## config.mk

```make
export PLATFORM = sky130hd
export DESIGN_NAME = dcbd_config_decode
export DESIGN_NICKNAME = d
export VERILOG_FILES = /design/src/include/dcbd_pkg.sv /design/src/verilog/dcbd_cfg_latch.sv /design/src/verilog/dcbd_boot_guard.sv /design/src/verilog/dcbd_config_decode.sv
export VERILOG_INCLUDE_DIRS = /design/src /design/src/include
export SDC_FILE = /design/constraint.sdc
export NUM_CORES = 1
export LEC_CHECK = 0
export BUFFER_PORTS_ARGS = -buffer_cell sky130_fd_sc_hd__buf_2
export CAP_MARGIN = 20
export CORE_AREA = 2 2 85 87
export CTS_BUF_LIST = sky130_fd_sc_hd__clkbuf_8
export CTS_CLUSTER_SIZE = 14
export DETAILED_ROUTE_END_ITERATION = 8
export DIE_AREA = 0 0 87 89
export GPL_TIMING_DRIVEN = 0
export HOLD_SLACK_MARGIN = 0.02
export PLACE_DENSITY = 0.63
export SLEW_MARGIN = 40
export SYNTH_ARGS = -nofsm -noshare
export SYNTH_HDL_FRONTEND = slang
export SYNTH_HIERARCHICAL = 1
export SYNTH_SLANG_ARGS = --single-unit
```

## constraint.sdc

```tcl
create_clock -name sys_clk_in -period 1.8 [get_ports sys_clk_in]
set_clock_uncertainty 0.2 [all_clocks]
set_input_delay 0.09 -clock sys_clk_in [delete_from_list [all_inputs] [get_ports sys_clk_in]]
set_output_delay 0.09 -clock sys_clk_in [all_outputs]
set_load 0.03 [all_outputs]
```

## src/include/dcbd_consts.svh

```systemverilog
// Offsets, field positions, reset values and sizes of the config byte decoder
`ifndef DCBD_CONSTS_SVH
`define DCBD_CONSTS_SVH

// ****************************************
// Register offsets
// ****************************************
`define DCBD_ADDR_W      24
`define DCBD_OFF_CFG3L   24'h300004
`define DCBD_OFF_CFG3H   24'h300005
`define DCBD_OFF_CFG4L   24'h300006
`define DCBD_OFF_PINCTL  24'h300010
`define DCBD_OFF_STATUS  24'h300011

// ****************************************
// Implemented bits and power-up values
// ****************************************
`define DCBD_MASK_3H     8'h87
`define DCBD_MASK_3H_SM  8'h85
`define DCBD_MASK_4L     8'hf5
`define DCBD_RST_3H      8'h83
`define DCBD_RST_4L      8'h85
`define DCBD_RST_PINCTL  8'h00
`define DCBD_PINCTL_MASK 8'h0f

// ****************************************
// Field positions
// ****************************************
`define DCBD_B_RSTPIN    7
`define DCBD_B_LPOSC     2
`define DCBD_B_PWMRT     1
`define DCBD_B_CC2RT     0
`define DCBD_B_DEBUG     7
`define DCBD_B_EXTENDED_INSTR_ENABLE     6
`define DCBD_B_BBSZ_HI   5
`define DCBD_B_BBSZ_LO   4
`define DCBD_B_LVP       2
`define DCBD_B_STACK_FAULT_RESET_ENABLE    0

// ****************************************
// Boot block sizes in words, mode codes
// ****************************************
`define DCBD_WADDR_W     17
`define DCBD_BB_4K       17'h01000
`define DCBD_BB_2K       17'h00800
`define DCBD_BB_1K       17'h00400
`define DCBD_PM_MCU      2'h3

`endif

```

## src/include/dcbd_pkg.sv

```systemverilog
// Types shared by the config byte decoder modules
`default_nettype none
package dcbd_pkg;

   typedef struct packed {
      logic [7:0] opt_hi;
      logic [7:0] dbg_lo;
   } dcbd_cfg_s;

   typedef struct packed {
      logic [3:0] dat;
      logic [3:0] oe;
   } dcbd_pin_s;

endpackage

`default_nettype wire

```

## src/verilog/dcbd_cfg_latch.sv

```systemverilog
// Captures the nonvolatile config bytes once after reset and holds them
`timescale 1ns/1ps
`default_nettype none
`include "dcbd_consts.svh"

module dcbd_cfg_latch
   import dcbd_pkg::*;
#(
   parameter logic [7:0] MASK_HI = `DCBD_MASK_3H
) (
   input  wire logic      sys_clk_in,
   input  wire logic      rst_b_in,
   input  wire dcbd_cfg_s cfg_image_in,
   output dcbd_cfg_s      cfg_out,
   output logic           ready_out
);

   wire dcbd_cfg_s masked_image;

   assign masked_image.opt_hi = cfg_image_in.opt_hi & MASK_HI;
   assign masked_image.dbg_lo = cfg_image_in.dbg_lo & `DCBD_MASK_4L;

   // Load once; later image changes wait for the next reset
   always_ff @(posedge sys_clk_in or negedge rst_b_in) begin
      if (!rst_b_in) begin
         // Masked so the small package never shows the routing bit
         cfg_out   <= {`DCBD_RST_3H & MASK_HI, `DCBD_RST_4L};
         ready_out <= 1'b0;
      end else if (!ready_out) begin
         cfg_out   <= masked_image;
         ready_out <= 1'b1;
      end
   end
endmodule // dcbd_cfg_latch

`default_nettype wire

```

## src/verilog/dcbd_boot_guard.sv

```systemverilog
// Boot block extent from the size field and the guarded fetch region
`timescale 1ns/1ps
`default_nettype none
`include "dcbd_consts.svh"

module dcbd_boot_guard (
   input  wire logic                     sys_clk_in,
   input  wire logic                     rst_b_in,
   input  wire logic [1:0]               size_code_in,
   input  wire logic [`DCBD_WADDR_W-1:0] fetch_addr_in,
   input  wire logic                     protect_en_in,
   output logic [`DCBD_WADDR_W-1:0]      block_words_out,
   output logic                          in_block_out,
   output logic                          guard_hit_out
);

   wire [`DCBD_WADDR_W-1:0] next_words;
   wire                     next_in_block;

   assign next_words = size_code_in[1] ? `DCBD_BB_4K :
                       (size_code_in[0] ? `DCBD_BB_2K : `DCBD_BB_1K);
   assign next_in_block = fetch_addr_in < next_words;

   always_ff @(posedge sys_clk_in or negedge rst_b_in) begin
      if (!rst_b_in) begin
         block_words_out <= `DCBD_BB_1K;
         in_block_out    <= 1'b0;
         guard_hit_out   <= 1'b0;
      end else begin
         block_words_out <= next_words;
         in_block_out    <= next_in_block;
         guard_hit_out   <= next_in_block & protect_en_in;
      end
   end
endmodule // dcbd_boot_guard

`default_nettype wire

```

## src/verilog/dcbd_config_decode.sv

```systemverilog
// Config byte decoder: option latch, pin routing and register port
//
// What this block does
// - Reset pin enable: reset input, else general input
// - Timer1 oscillator low power when bit set
// - Route set: PWM aux to port E 6..3
// - Route clear: PWM aux to port H 7..4
// - PWM routing only on large package
// - Unit2 route set: uses port C bit 1
// - Route clear: port B3, or E7 microcontroller
// - Unimplemented config bits read as zero
// - Boot size codes: 11,10 4K; 01 2K
// - Third config low byte absent, reads zero on both packages
// - Boot size sets guarded boot region extent
//
// The plain strobed port was chosen for this implementation.
`timescale 1ns/1ps
`default_nettype none
`include "dcbd_consts.svh"

module dcbd_config_decode
   import dcbd_pkg::*;
#(
   parameter bit LARGE_PKG = 1'b1
) (
   input  wire logic                     sys_clk_in,
   input  wire logic                     rst_b_in,
   input  wire dcbd_cfg_s                cfg_image_in,
   input  wire logic [`DCBD_ADDR_W-1:0]  reg_addr_in,
   input  wire logic [7:0]               reg_wdata_in,
   input  wire logic                     reg_wr_in,
   input  wire logic                     reg_rd_in,
   output logic [7:0]                    reg_rdata_out,
   input  wire logic [1:0]               proc_mode_in,
   input  wire logic                     external_reset_pin_in,
   output logic                          ext_reset_req_out,
   output logic                          port_g_bit5_input_out,
   output logic                          low_power_timer1_osc_sel_out,
   input  wire logic [3:0]               pwm_aux_in,
   output dcbd_pin_s                     port_e_pwm_out,
   output dcbd_pin_s                     port_h_pwm_out,
   input  wire logic                     capcmp2_out_in,
   input  wire logic                     capcmp2_oe_in,
   output logic                          capcmp2_in_out,
   input  wire logic                     port_c_bit1_in,
   output logic                          port_c_bit1_out,
   output logic                          port_c_bit1_oe_out,
   input  wire logic                     port_b_bit3_in,
   output logic                          port_b_bit3_out,
   output logic                          port_b_bit3_oe_out,
   input  wire logic                     port_e_bit7_in,
   output logic                          port_e_bit7_out,
   output logic                          port_e_bit7_oe_out,
   input  wire logic [`DCBD_WADDR_W-1:0] fetch_addr_in,
   input  wire logic                     boot_protect_in,
   output logic [`DCBD_WADDR_W-1:0]      boot_block_words_out,
   output logic                          boot_region_out,
   output logic                          boot_guard_hit_out,
   output logic                          debug_enable_out,
   output logic                          extended_instr_enable_out,
   output logic                          single_supply_prog_enable_out,
   output logic                          stack_fault_reset_enable_out,
   output logic                          cfg_ready_out
);

   // ****************************************
   // Option latch
   // ****************************************
   localparam logic [7:0] MASK_HI = LARGE_PKG ? `DCBD_MASK_3H : `DCBD_MASK_3H_SM;

   dcbd_cfg_s cfg_q;
   logic      cfg_ready;

   dcbd_cfg_latch #(
      .MASK_HI      (MASK_HI)
   ) u_latch (
      .sys_clk_in   (sys_clk_in),
      .rst_b_in     (rst_b_in),
      .cfg_image_in (cfg_image_in),
      .cfg_out      (cfg_q),
      .ready_out    (cfg_ready)
   );

   // ****************************************
   // Decoded option fields
   // ****************************************
   wire       opt_rst_pin  = cfg_q.opt_hi[`DCBD_B_RSTPIN];
   wire       opt_lp_osc   = cfg_q.opt_hi[`DCBD_B_LPOSC];
   wire       opt_pwm_rt   = cfg_q.opt_hi[`DCBD_B_PWMRT];
   wire       opt_cc2_rt   = cfg_q.opt_hi[`DCBD_B_CC2RT];
   wire [1:0] opt_bb_size  = cfg_q.dbg_lo[`DCBD_B_BBSZ_HI:`DCBD_B_BBSZ_LO];
   wire       mode_mcu     = proc_mode_in == `DCBD_PM_MCU;

   // Small package has no port H, so its route is fixed on port E
   wire       route_to_e   = LARGE_PKG ? opt_pwm_rt : 1'b1;
   wire       cc2_on_c     = opt_cc2_rt;
   wire       cc2_on_b     = !opt_cc2_rt && !mode_mcu;
   wire       cc2_on_e7    = !opt_cc2_rt && mode_mcu;

   assign low_power_timer1_osc_sel_out  = opt_lp_osc;
   assign debug_enable_out              = cfg_q.dbg_lo[`DCBD_B_DEBUG];
   assign extended_instr_enable_out     = cfg_q.dbg_lo[`DCBD_B_EXTENDED_INSTR_ENABLE];
   assign single_supply_prog_enable_out = cfg_q.dbg_lo[`DCBD_B_LVP];
   assign stack_fault_reset_enable_out  = cfg_q.dbg_lo[`DCBD_B_STACK_FAULT_RESET_ENABLE];
   assign cfg_ready_out                 = cfg_ready;

   // ****************************************
   // Boot block extent
   // ****************************************
   dcbd_boot_guard u_boot (
      .sys_clk_in      (sys_clk_in),
      .rst_b_in        (rst_b_in),
      .size_code_in    (opt_bb_size),
      .fetch_addr_in   (fetch_addr_in),
      .protect_en_in   (boot_protect_in),
      .block_words_out (boot_block_words_out),
      .in_block_out    (boot_region_out),
      .guard_hit_out   (boot_guard_hit_out)
   );

   // ****************************************
   // Register port decode
   // ****************************************
   logic [7:0] pin_ctl;

   wire hit_3l     = reg_addr_in == `DCBD_OFF_CFG3L;
   wire hit_3h     = reg_addr_in == `DCBD_OFF_CFG3H;
   wire hit_4l     = reg_addr_in == `DCBD_OFF_CFG4L;
   wire hit_pinctl = reg_addr_in == `DCBD_OFF_PINCTL;
   wire hit_status = reg_addr_in == `DCBD_OFF_STATUS;

   // Config bytes are read only here; only the programmer alters them
   wire pinctl_wr = reg_wr_in && hit_pinctl;

   wire [7:0] status_word = {5'h00, proc_mode_in, cfg_ready};

   // Low config byte of bank three is not modelled and always reads zero
   wire [7:0] next_rdata =
      hit_3l     ? 8'h00 :
      hit_3h     ? cfg_q.opt_hi & MASK_HI :
      hit_4l     ? cfg_q.dbg_lo & `DCBD_MASK_4L :
      hit_pinctl ? pin_ctl :
      hit_status ? status_word :
      8'h00;

   always_ff @(posedge sys_clk_in or negedge rst_b_in) begin
      if (!rst_b_in) begin
         pin_ctl <= `DCBD_RST_PINCTL;
      end else if (pinctl_wr) begin
         pin_ctl <= reg_wdata_in & `DCBD_PINCTL_MASK;
      end
   end

   always_ff @(posedge sys_clk_in or negedge rst_b_in) begin
      if (!rst_b_in) begin
         reg_rdata_out <= 8'h00;
      end else begin
         reg_rdata_out <= reg_rd_in ? next_rdata : 8'h00;
      end
   end

   // ****************************************
   // Shared reset pin
   // ****************************************
   // Pin is active low; when enabled the general input reads zero
   always_ff @(posedge sys_clk_in or negedge rst_b_in) begin
      if (!rst_b_in) begin
         ext_reset_req_out     <= 1'b0;
         port_g_bit5_input_out <= 1'b0;
      end else begin
         ext_reset_req_out     <= opt_rst_pin && !external_reset_pin_in;
         port_g_bit5_input_out <= !opt_rst_pin && external_reset_pin_in;
      end
   end

   // ****************************************
   // PWM auxiliary routing, one slice per output
   // ****************************************
   // Drive waits for software enable so a pin is never claimed by surprise
   genvar gi;
   wire dcbd_pin_s next_e_pwm;
   wire dcbd_pin_s next_h_pwm;

   generate
      for (gi = 0; gi < 4; gi++) begin : g_aux
         wire drive_en = pin_ctl[gi];
         assign next_e_pwm.dat[gi] = route_to_e && pwm_aux_in[gi];
         assign next_e_pwm.oe[gi]  = route_to_e && drive_en;
         assign next_h_pwm.dat[gi] = !route_to_e && pwm_aux_in[gi];
         assign next_h_pwm.oe[gi]  = !route_to_e && drive_en;
      end
   endgenerate

   // One register stage, so routed pins settle a cycle after inputs
   always_ff @(posedge sys_clk_in or negedge rst_b_in) begin
      if (!rst_b_in) begin
         port_e_pwm_out <= '0;
         port_h_pwm_out <= '0;
      end else begin
         port_e_pwm_out <= next_e_pwm;
         port_h_pwm_out <= next_h_pwm;
      end
   end

   // ****************************************
   // Capture/compare unit 2 routing
   // ****************************************
   wire next_cc2_in = (cc2_on_c  && port_c_bit1_in) ||
                      (cc2_on_b  && port_b_bit3_in) ||
                      (cc2_on_e7 && port_e_bit7_in);

   always_ff @(posedge sys_clk_in or negedge rst_b_in) begin
      if (!rst_b_in) begin
         port_c_bit1_out    <= 1'b0;
         port_c_bit1_oe_out <= 1'b0;
         port_b_bit3_out    <= 1'b0;
         port_b_bit3_oe_out <= 1'b0;
         port_e_bit7_out    <= 1'b0;
         port_e_bit7_oe_out <= 1'b0;
         capcmp2_in_out     <= 1'b0;
      end else begin
         port_c_bit1_out    <= cc2_on_c && capcmp2_out_in;
         port_c_bit1_oe_out <= cc2_on_c && capcmp2_oe_in;
         port_b_bit3_out    <= cc2_on_b && capcmp2_out_in;
         port_b_bit3_oe_out <= cc2_on_b && capcmp2_oe_in;
         port_e_bit7_out    <= cc2_on_e7 && capcmp2_out_in;
         port_e_bit7_oe_out <= cc2_on_e7 && capcmp2_oe_in;
         capcmp2_in_out     <= next_cc2_in;
      end
   end
endmodule // dcbd_config_decode

`default_nettype wire

```

* After elaboration in Yosys (flattened, before gate mapping) *
Cells that the tools add are included.
Widths: inputs -> output; s select.

operators by class
  muxes and demuxes = 8
  equality and inequality tests = 6
  bitwise logic cells = 1
  order comparisons = 1
  reduce and logical (&&, ||, !) cells = 37

operator list
  operator              number
  $eq 24x22->1 const B  5
  $mux 8                4
  $logic_and 1x1->1     30
  $lt 17x17->1          1
  $mux 17               1
  $mux 12               1
  $logic_not 1->1       5
  $mux 4                1
  $mux 3                1
  $eq 2x2->1 const B    1
  $logic_or 1x1->1      2
  $and 1x1->1           1

storage, ports and cells
  input bits = 82
  output and inout port bits = 58
  bits in registers = 67

* Longest topological paths before layout *
Gate-level depths: netlist of run 1.

  depth after elaboration = 7
  mapped depth = 5
  gate-level depth less buffers = 5

* By module *
The synthesis of run 1 kept the hierarchy.

by module, submodules not included
  module              instances  sequential area each (um^2)  cells an instance  area each (um^2)
  dcbd_config_decode  1          925.9                        119                1526.5
  dcbd_cfg_latch      1          282.8                        30                 496.7
  dcbd_boot_guard     1          126.4                        31                 320.3

* Worst setup path before layout of run 1 *
No wires, ideal clock.

  path kind = reg-to-reg
  start = register u_latch/cfg_out[5] (netlist bit)
  end = register u_boot.guard_hit_out
  setup slack = 0.266 ns
  setup time = 0.068 ns
  arrival = 1.266 ns
  data required time = 1.532 ns
  path buffers = 0
  clock period less this slack = 1.534 ns
  stages on the path, launching flop included = 5
  path through = dfrtp_1 inv_1 ha_1 or4_1 and4bb_1

between the ends
  longest elaborated chain between the ends = 3

RTL lines
  element                 line                   RTL
  start, declared         dcbd_cfg_latch.sv:14   output dcbd_cfg_s cfg_out,
  start signal, assigned  dcbd_cfg_latch.sv:27   cfg_out <= {`DCBD_RST_3H & MASK_HI, `DCBD_RST_4L};
  start signal, assigned  dcbd_cfg_latch.sv:30   cfg_out <= masked_image;
  $mux 17                 dcbd_boot_guard.sv:20  assign next_words = size_code_in[1] ? `DCBD_BB_4K :
  $lt 17x17->1            dcbd_boot_guard.sv:22  assign next_in_block = fetch_addr_in < next_words;
  $and 1x1->1             dcbd_boot_guard.sv:32  guard_hit_out <= next_in_block & protect_en_in;
  end signal, assigned    dcbd_boot_guard.sv:32
  end, declared           dcbd_boot_guard.sv:14  output logic guard_hit_out

No other way between the ends.
A chain may end at the register's enable or synchronous reset.

* Worst setup path in the final report of run 1 *
  start = input port reg_addr_in[2]
  end = register pin_ctl[1]

between the ends
  longest elaborated chain between the ends = 2

RTL lines
  element                        line                       RTL
  start, declared                dcbd_config_decode.sv:29   input wire logic [`DCBD_ADDR_W-1:0] reg_addr_in,
  $eq 24x22->1 (no source line)  -
  $logic_and 1x1->1              dcbd_config_decode.sv:133  wire pinctl_wr = reg_wr_in && hit_pinctl;
  end signal, assigned           dcbd_config_decode.sv:148  pin_ctl <= `DCBD_RST_PINCTL;
  end signal, assigned           dcbd_config_decode.sv:150  pin_ctl <= reg_wdata_in & `DCBD_PINCTL_MASK;
  end, declared                  dcbd_config_decode.sv:124  logic [7:0] pin_ctl;

No other way between the ends.

==> summary by stage, run 1 <==
Placement
The area after detailed placement is 2970 sq um. The congestion estimate from routability-driven global placement came to 0.749. The detailed placer's ending HPWL is 3720 microns.

The number of port buffers is 104.

Final layout
The filler cells instantiated in the layout total 604. The layout net count is 422. Relative to the synthesized area, the layout overhead comes to 51.3%. The number of antenna cells inserted is 0.

The post-route cell area is 3470 sq um. The fraction of final layout cells sized beyond drive strength 1 is 46.6%.

Floorplanning
The area of the core region is 6720 sq um. The starting utilization of the core area is 34.2%. The die is 89 microns tall. The die boundary width is 87 microns. The die covers 7740 sq um. For this design the top-level I/O count stands at 140. The number of core rows is 30.

STA
Of the available clock period, the critical path in the final layout requires 96.5%. The final setup violation count is 0. The worst path needs 1.74 ns of the cycle, external delays included. The final hold violation count is 0. The normalized max-slew margin is 55.5%. The maximum frequency from static timing analysis is 576 MHz. Hold is met by 0.0314 ns.

At the pin with the least slew margin, the transition time is 0.667 ns. The number of max-slew violations in the final report was 0.

Worst setup path
Of all nets on the critical path, the largest fanout is 4. The type of origin of the critical path is an input port. STA puts the critical path data required time at 1.80 ns.

The depth of the most critical reg-to-reg path is 4. The worst setup path category is in2reg. STA puts the critical path data arrival time at 1.74 ns. STA classifies the critical path endpoint as a flip-flop.

Clocking
Counting along the longest clock path gives a buffer depth of 2. The maximum level of the CTS H-tree is 2. Clock tree synthesis inserted a total of 5 buffers.

Clock-pin slew was measured on the worst setup and hold paths at 0.10 ns. Clock latency on the worst-skew pair, taken at its later pin, is 0.31 ns. The count of clock tree sinks is 53. The tree is rooted in a sky130_fd_sc_hd__clkbuf_8. The CTS tree is yes.

Detailed routing
The final wirelength is 5260 microns. The ratio of routed vias to standard cells is 4.37. Dividing the detail-routed wire length by the instance count gives 12.5 microns. The count of nets left with antenna violations once routing finished came out at 0. The detailed router placed 1829 vias in this run. The first TritonRoute pass finished after 4 iterations. In this run, the number of DRC markers left after iteration 0 of detailed routing was 69.

After detailed routing, the number of remaining DRC violations is 0.

Job
The tool flagged a number of max-cap violations equal to 0.

GRT
The via count of the first global-routing pass is 1727. Across every metal layer, demand over resource in global routing totals 13.7%. The global-route wire length before repair is 8160 microns. The number of antenna violations at the first check in global routing is 0. The global route total overflow is 0.

The maximum number of pins on one net before global-route repair is 54.

Min path
The number of stages on the worst hold path is 4. The path type of the worst min-delay path is in2reg.

Logic synthesis
During synthesis, Yosys emitted a total of 6 warnings. Synthesis produced 173 cells. A synthesized cell averages 13.3 sq um.

The mapped netlist covers 2290 sq um.

Pwr
The ratio of total power to cell area is 719 nW/um^2. The cell leakage power is 1.86 nW. Across the VDD grid, the largest voltage drop is 0.000277 V.

Status
The run finished with clean final reports.
## critical path, cell delays in order
cell,delay [ns]
sky130_fd_sc_hd__dlygate4sd3_1,0.54
sky130_fd_sc_hd__buf_2,0.14
sky130_fd_sc_hd__nor4b_2,0.27
sky130_fd_sc_hd__nand3_1,0.17
sky130_fd_sc_hd__nor2_4,0.18
sky130_fd_sc_hd__mux2_2,0.35
## layout by cell type (no fill, tap or decap), types with 3 or more instances in the layout
master / instances
sky130_fd_sc_hd__conb_1: 15
sky130_fd_sc_hd__dlygate4sd3_1: 41
sky130_fd_sc_hd__nand2_1: 6
sky130_fd_sc_hd__buf_2: 103
sky130_fd_sc_hd__dfstp_2: 7
sky130_fd_sc_hd__nand3_1: 3
sky130_fd_sc_hd__and2_1: 10
sky130_fd_sc_hd__nand2b_1: 3
sky130_fd_sc_hd__and3_1: 6
sky130_fd_sc_hd__o21ai_0: 6
sky130_fd_sc_hd__mux2_4: 10
sky130_fd_sc_hd__buf_6: 3
sky130_fd_sc_hd__buf_4: 15
sky130_fd_sc_hd__a21oi_1: 3
sky130_fd_sc_hd__nor4_1: 3
sky130_fd_sc_hd__clkbuf_8: 5
sky130_fd_sc_hd__mux2i_1: 4
sky130_fd_sc_hd__nor2_1: 4
sky130_fd_sc_hd__dfrtp_1: 46
sky130_fd_sc_hd__mux2_2: 3
sky130_fd_sc_hd__nor2b_1: 13
## final timing paths
check	startpoint	to	slack (ns)
setup / recovery	reg_addr_in[2]	pin_ctl[1]	0.06
hold / removal	reg_addr_in[0]	reg_rdata_out[2]	0.03
setup reg to reg	u_latch/cfg_out[5]	u_boot/guard_hit_out	0.12
hold reg to reg	u_latch/cfg_out[4]	u_boot/block_words_out[10]	0.29
max in group asynchronous	rst_b_in	u_latch/cfg_out[10]	0.80
min in group asynchronous	rst_b_in	u_boot/guard_hit_out	0.15
## where the power goes
group | internal (mW) | leakage, nW | switching (mW)
clock network | 0.277 | 0.0445 | 0.401
logic | 0.239 | 1.13 | 0.281
registers | 1.26 | 0.684 | 0.0379
total | 1.78 | 1.86 | 0.719
## metal layers
layer  up-vias  track usage (%)  wire [microns]
li1        902                -               -
met1       839             16.3            2110
met2        80             24.0            2650
met3         8             3.88             439
met4         0             4.40              51
met5         -                0               0
## final cells by class
class / instances / area (sq um) / share of cell area (%)
flip-flops and latches: 53 / 1340 / 38.5
repair buffers: 145 / 933 / 26.9
multi-input cells: 113 / 863 / 24.9
plain buffers: 18 / 143 / 4.11
well taps: 80 / 100 / 2.88
clock buffers: 5 / 68.8 / 1.98
clock inverters: 3 / 21.3 / 0.613
inverters: 2 / 7.51 / 0.216
## flip-flops by register name, summed over array words and instances, names as in the netlist, 3 cells and up
signal / cells
u_latch/cfg_out: 10
reg_rdata_out: 8
pin_ctl: 4
port_h_pwm_out: 8
port_e_pwm_out: 8
u_boot/block_words_out: 3
## through the flow
stage	worst slack, ns	power (mW)	utilization [%]	std cells	TNS (ns)
2_1_floorplan	0.266	1.59	-	186	0
3_3_place_gp	0.127	1.76	44.1	370	0
3_5_place_dp	0.118	1.77	44.2	370	0
4_1_cts	0.0250	2.53	51.6	419	0
5_1_grt	-0.0215	2.62	51.7	419	-0.0663
6_report	0.0633	2.50	51.7	419	0
## timing repair
action / 4_1_cts / 5_1_grt
resized for setup: 0 / 1
endpoints found under the hold margin: 89 / 0
setup endpoints to repair: 0 / 4
hold buffers: 41 / 0
buffers inserted: 0 / 0
Note: power is estimated with default switching activity, not from simulation.
==> inputs of run 2 (changes only) <==
--- a/config.mk
+++ b/config.mk
@@ -16,6 +16,7 @@
 export GPL_TIMING_DRIVEN = 0
 export HOLD_SLACK_MARGIN = 0.02
 export PLACE_DENSITY = 0.63
+export RECOVER_POWER = 50
 export SLEW_MARGIN = 40
 export SYNTH_ARGS = -nofsm -noshare
 export SYNTH_HDL_FRONTEND = slang
==> summary by stage, run 2 (synthesis results as in run 1) <==
Final layout
Commonest cells after routing, fill and taps aside: sky130_fd_sc_hd__buf_2, sky130_fd_sc_hd__dfrtp_1, sky130_fd_sc_hd__dlygate4sd3_1 (unchanged). The commonest non-fill, non-tap cell in the layout is sky130_fd_sc_hd__buf_2 (unchanged). The post-route cell area is 3460 sq um (was 3470 sq um). The register ranked first by flip-flop count is u_latch/cfg_out (unchanged). The synthesis-to-layout area growth is 50.9% (was 51.3%).

The layout net count was 422 (unchanged). The flip-flop count of the largest register after layout was 10 (unchanged). The final non-filler cell total came to 419 (unchanged). The number of antenna cells inserted was 0 (unchanged).

The fraction of final layout cells sized beyond drive strength 1 was 44.2% (was 46.6%).

Detailed routing
The final wirelength is 5260 microns (about the same). The number of vias in the routed layout is 1824 (was 1829). The ratio of routed vias to standard cells was 4.35 (was 4.37). The DRC marker count from the first detailed-route iteration is 64 (was 69). The count of TritonRoute iterations in the first routing pass is 4 (unchanged). The number of routed nets with antenna violations is 0 (unchanged). The remaining routing DRC violations is 0 (unchanged). The routed wirelength normalized by instance count was 12.6 microns (was 12.5 microns).

Clocking
The count of clock tree sinks is 53 (unchanged). The maximum clock path buffer count is 2 (unchanged). The maximum level of the CTS H-tree came to 2 (unchanged). The number of setup buffers added after CTS is 0 (unchanged). The clock root buffer master was sky130_fd_sc_hd__clkbuf_8 (unchanged). The CTS tree is yes (unchanged).

The clock-pin transition on the worst setup and hold timing paths is 0.10 ns (about the same). The TritonCTS buffer count is 5 (unchanged). The clock network latency to the later pin of the worst-skew pair came to 0.31 ns (about the same).

Worst setup path
The worst setup path category is in2reg (unchanged). The longest individual stage delay on the worst path is 0.54 ns (about the same). The data arrival time of the critical path is 1.74 ns (about the same). The end point of the critical path is pin_ctl[1] (unchanged). The maximum fanout along the worst path is 4 (unchanged).

The critical path data required time is 1.80 ns (about the same). The depth of the most critical reg-to-reg path is 3 (was 4). The type of origin of the critical path is an input port (unchanged).

The start of the worst register-to-register path is u_latch/cfg_out[8] (was u_latch/cfg_out[5]). The cell with the biggest individual delay on the critical path is sky130_fd_sc_hd__dlygate4sd3_1 (unchanged). Cells along the critical path: dlygate4sd3_1 > buf_2 > nor4b_2 > nand3_1 > nor2_4 > mux2_2 (unchanged).

The setup slack of the most critical reg-to-reg path is 0.08 ns (was 0.12 ns). The worst reg2reg path endpoint is port_b_bit3_out (was u_boot/guard_hit_out). The start point of the critical path was reg_addr_in[2] (unchanged). The critical path capture point type is a flip-flop (unchanged).

Floorplanning
The die boundary width was 87 microns (unchanged). The number of core rows is 30 (unchanged). The number of ports placed on the die boundary was 140 (unchanged).

The full die area is 7740 sq um (unchanged). The starting utilization of the core area is 34.2% (unchanged). The vertical die dimension is 89 microns (unchanged). The area of the core region is 6720 sq um (unchanged).

GRT
The global-route wire length before repair is 8160 microns (unchanged). The overall routing resource usage is 13.7% (unchanged). The number of antenna violations at the first check in global routing is 0 (unchanged). The maximum number of pins on one net before global-route repair is 54 (unchanged). The global route total overflow is 0 (unchanged). The via count of the first global-routing pass is 1727 (unchanged).

STA
The transition time at the pin with the least slew margin is 1.16 ns (was 0.667 ns). The maximum frequency from static timing analysis was 574 MHz (was 576 MHz). The final hold violation count came to 0 (unchanged). The minimum clock period is 1.74 ns (about the same). The final setup slack of the worst path is 0.0579 ns (was 0.0633 ns). The share of the cycle needed by the critical path after routing is 96.8% (was 96.5%). The final setup violation count is 0 (unchanged). The number of max-slew violations in the final report is 0 (unchanged). The normalized max-slew margin is 22.7% (was 55.5%). The final-layout worst hold slack is 0.0313 ns (was 0.0314 ns).

Placement
The detailed placer's ending HPWL came to 3720 microns (unchanged). The worst setup slack before clock tree synthesis is 0.118 ns (unchanged). The placed instance count is 370 (unchanged). The number of port buffers came to 104 (unchanged).

The area after detailed placement is 2970 sq um (unchanged). The final estimated routing congestion in global placement came to 0.749 (unchanged).

Min path
The startpoint of the lowest-slack hold path is reg_addr_in[0] (unchanged). The path type of the worst min-delay path is in2reg (unchanged).

Pwr
The worst supply voltage drop on vdd is 0.000277 V (about the same). The ratio of total power to cell area is 719 nW/um^2 (about the same). The cell leakage power is 1.84 nW (was 1.86 nW).

Job
The count of maximum capacitance violations is 0 (unchanged).

Status
Result of the run: complete, no violations (unchanged).
run 2: metrics by stage:
stage          power [mW]  util (%)  setup TNS (ns)
3_3_place_gp         1.76      44.1               0
6_report             2.49      51.5               0
3_5_place_dp         1.77      44.2               0
2_1_floorplan        1.59         -               0
5_1_grt              2.61      51.5         -0.0664
4_1_cts              2.53      51.6               0
run 2: metal layers:
metal / GRT usage, % / wire length (microns) / up-vias
met2: 24.0 / 2650 / 80
met3: 3.88 / 436 / 8
met5: 0 / 0 / -
met1: 16.3 / 2120 / 836
li1: - / - / 900
met4: 4.40 / 52 / 0
run 2: worst min path at each step:
stage                                end  slack [ns]  depth (start not counted)
floorplan                 capcmp2_in_out       -0.41                          0
global placement       ext_reset_req_out        0.06                          2
detailed placement  u_boot/guard_hit_out       -0.03                          1
CTS                     reg_rdata_out[2]        0.02                          4
global route            reg_rdata_out[2]        0.06                          4
finish                  reg_rdata_out[2]        0.03                          4
run 2: cell type report:
type                       instances  area, sq um
fill                             610         3260
sequential                        53         1340
timing repair buffer             145          925
multi-input combinational        113          863
buffer                            18          143
tap                               80          100
clock buffer                       5         68.8
clock inverter                     3         21.3
inverter                           2         7.51
run 2: power by group:
group          switching (mW)  leakage, nW  internal [mW]
clock network           0.400       0.0445          0.277
logic                   0.281         1.11          0.236
registers              0.0381        0.682           1.26
run 2: worst max-delay path, delay by kind of cell:
family                 cells  cell delay, ns
buffers and inverters      2            0.68
muxes                      1            0.35
and+or+nand+nor            3            0.63
run 2: what timing repair did:
action                                  CTS  global route
hold buffers                             41             0
endpoints found under the hold margin    89             0
endpoints found under the setup margin    0             4
gates resized for setup                   0             1
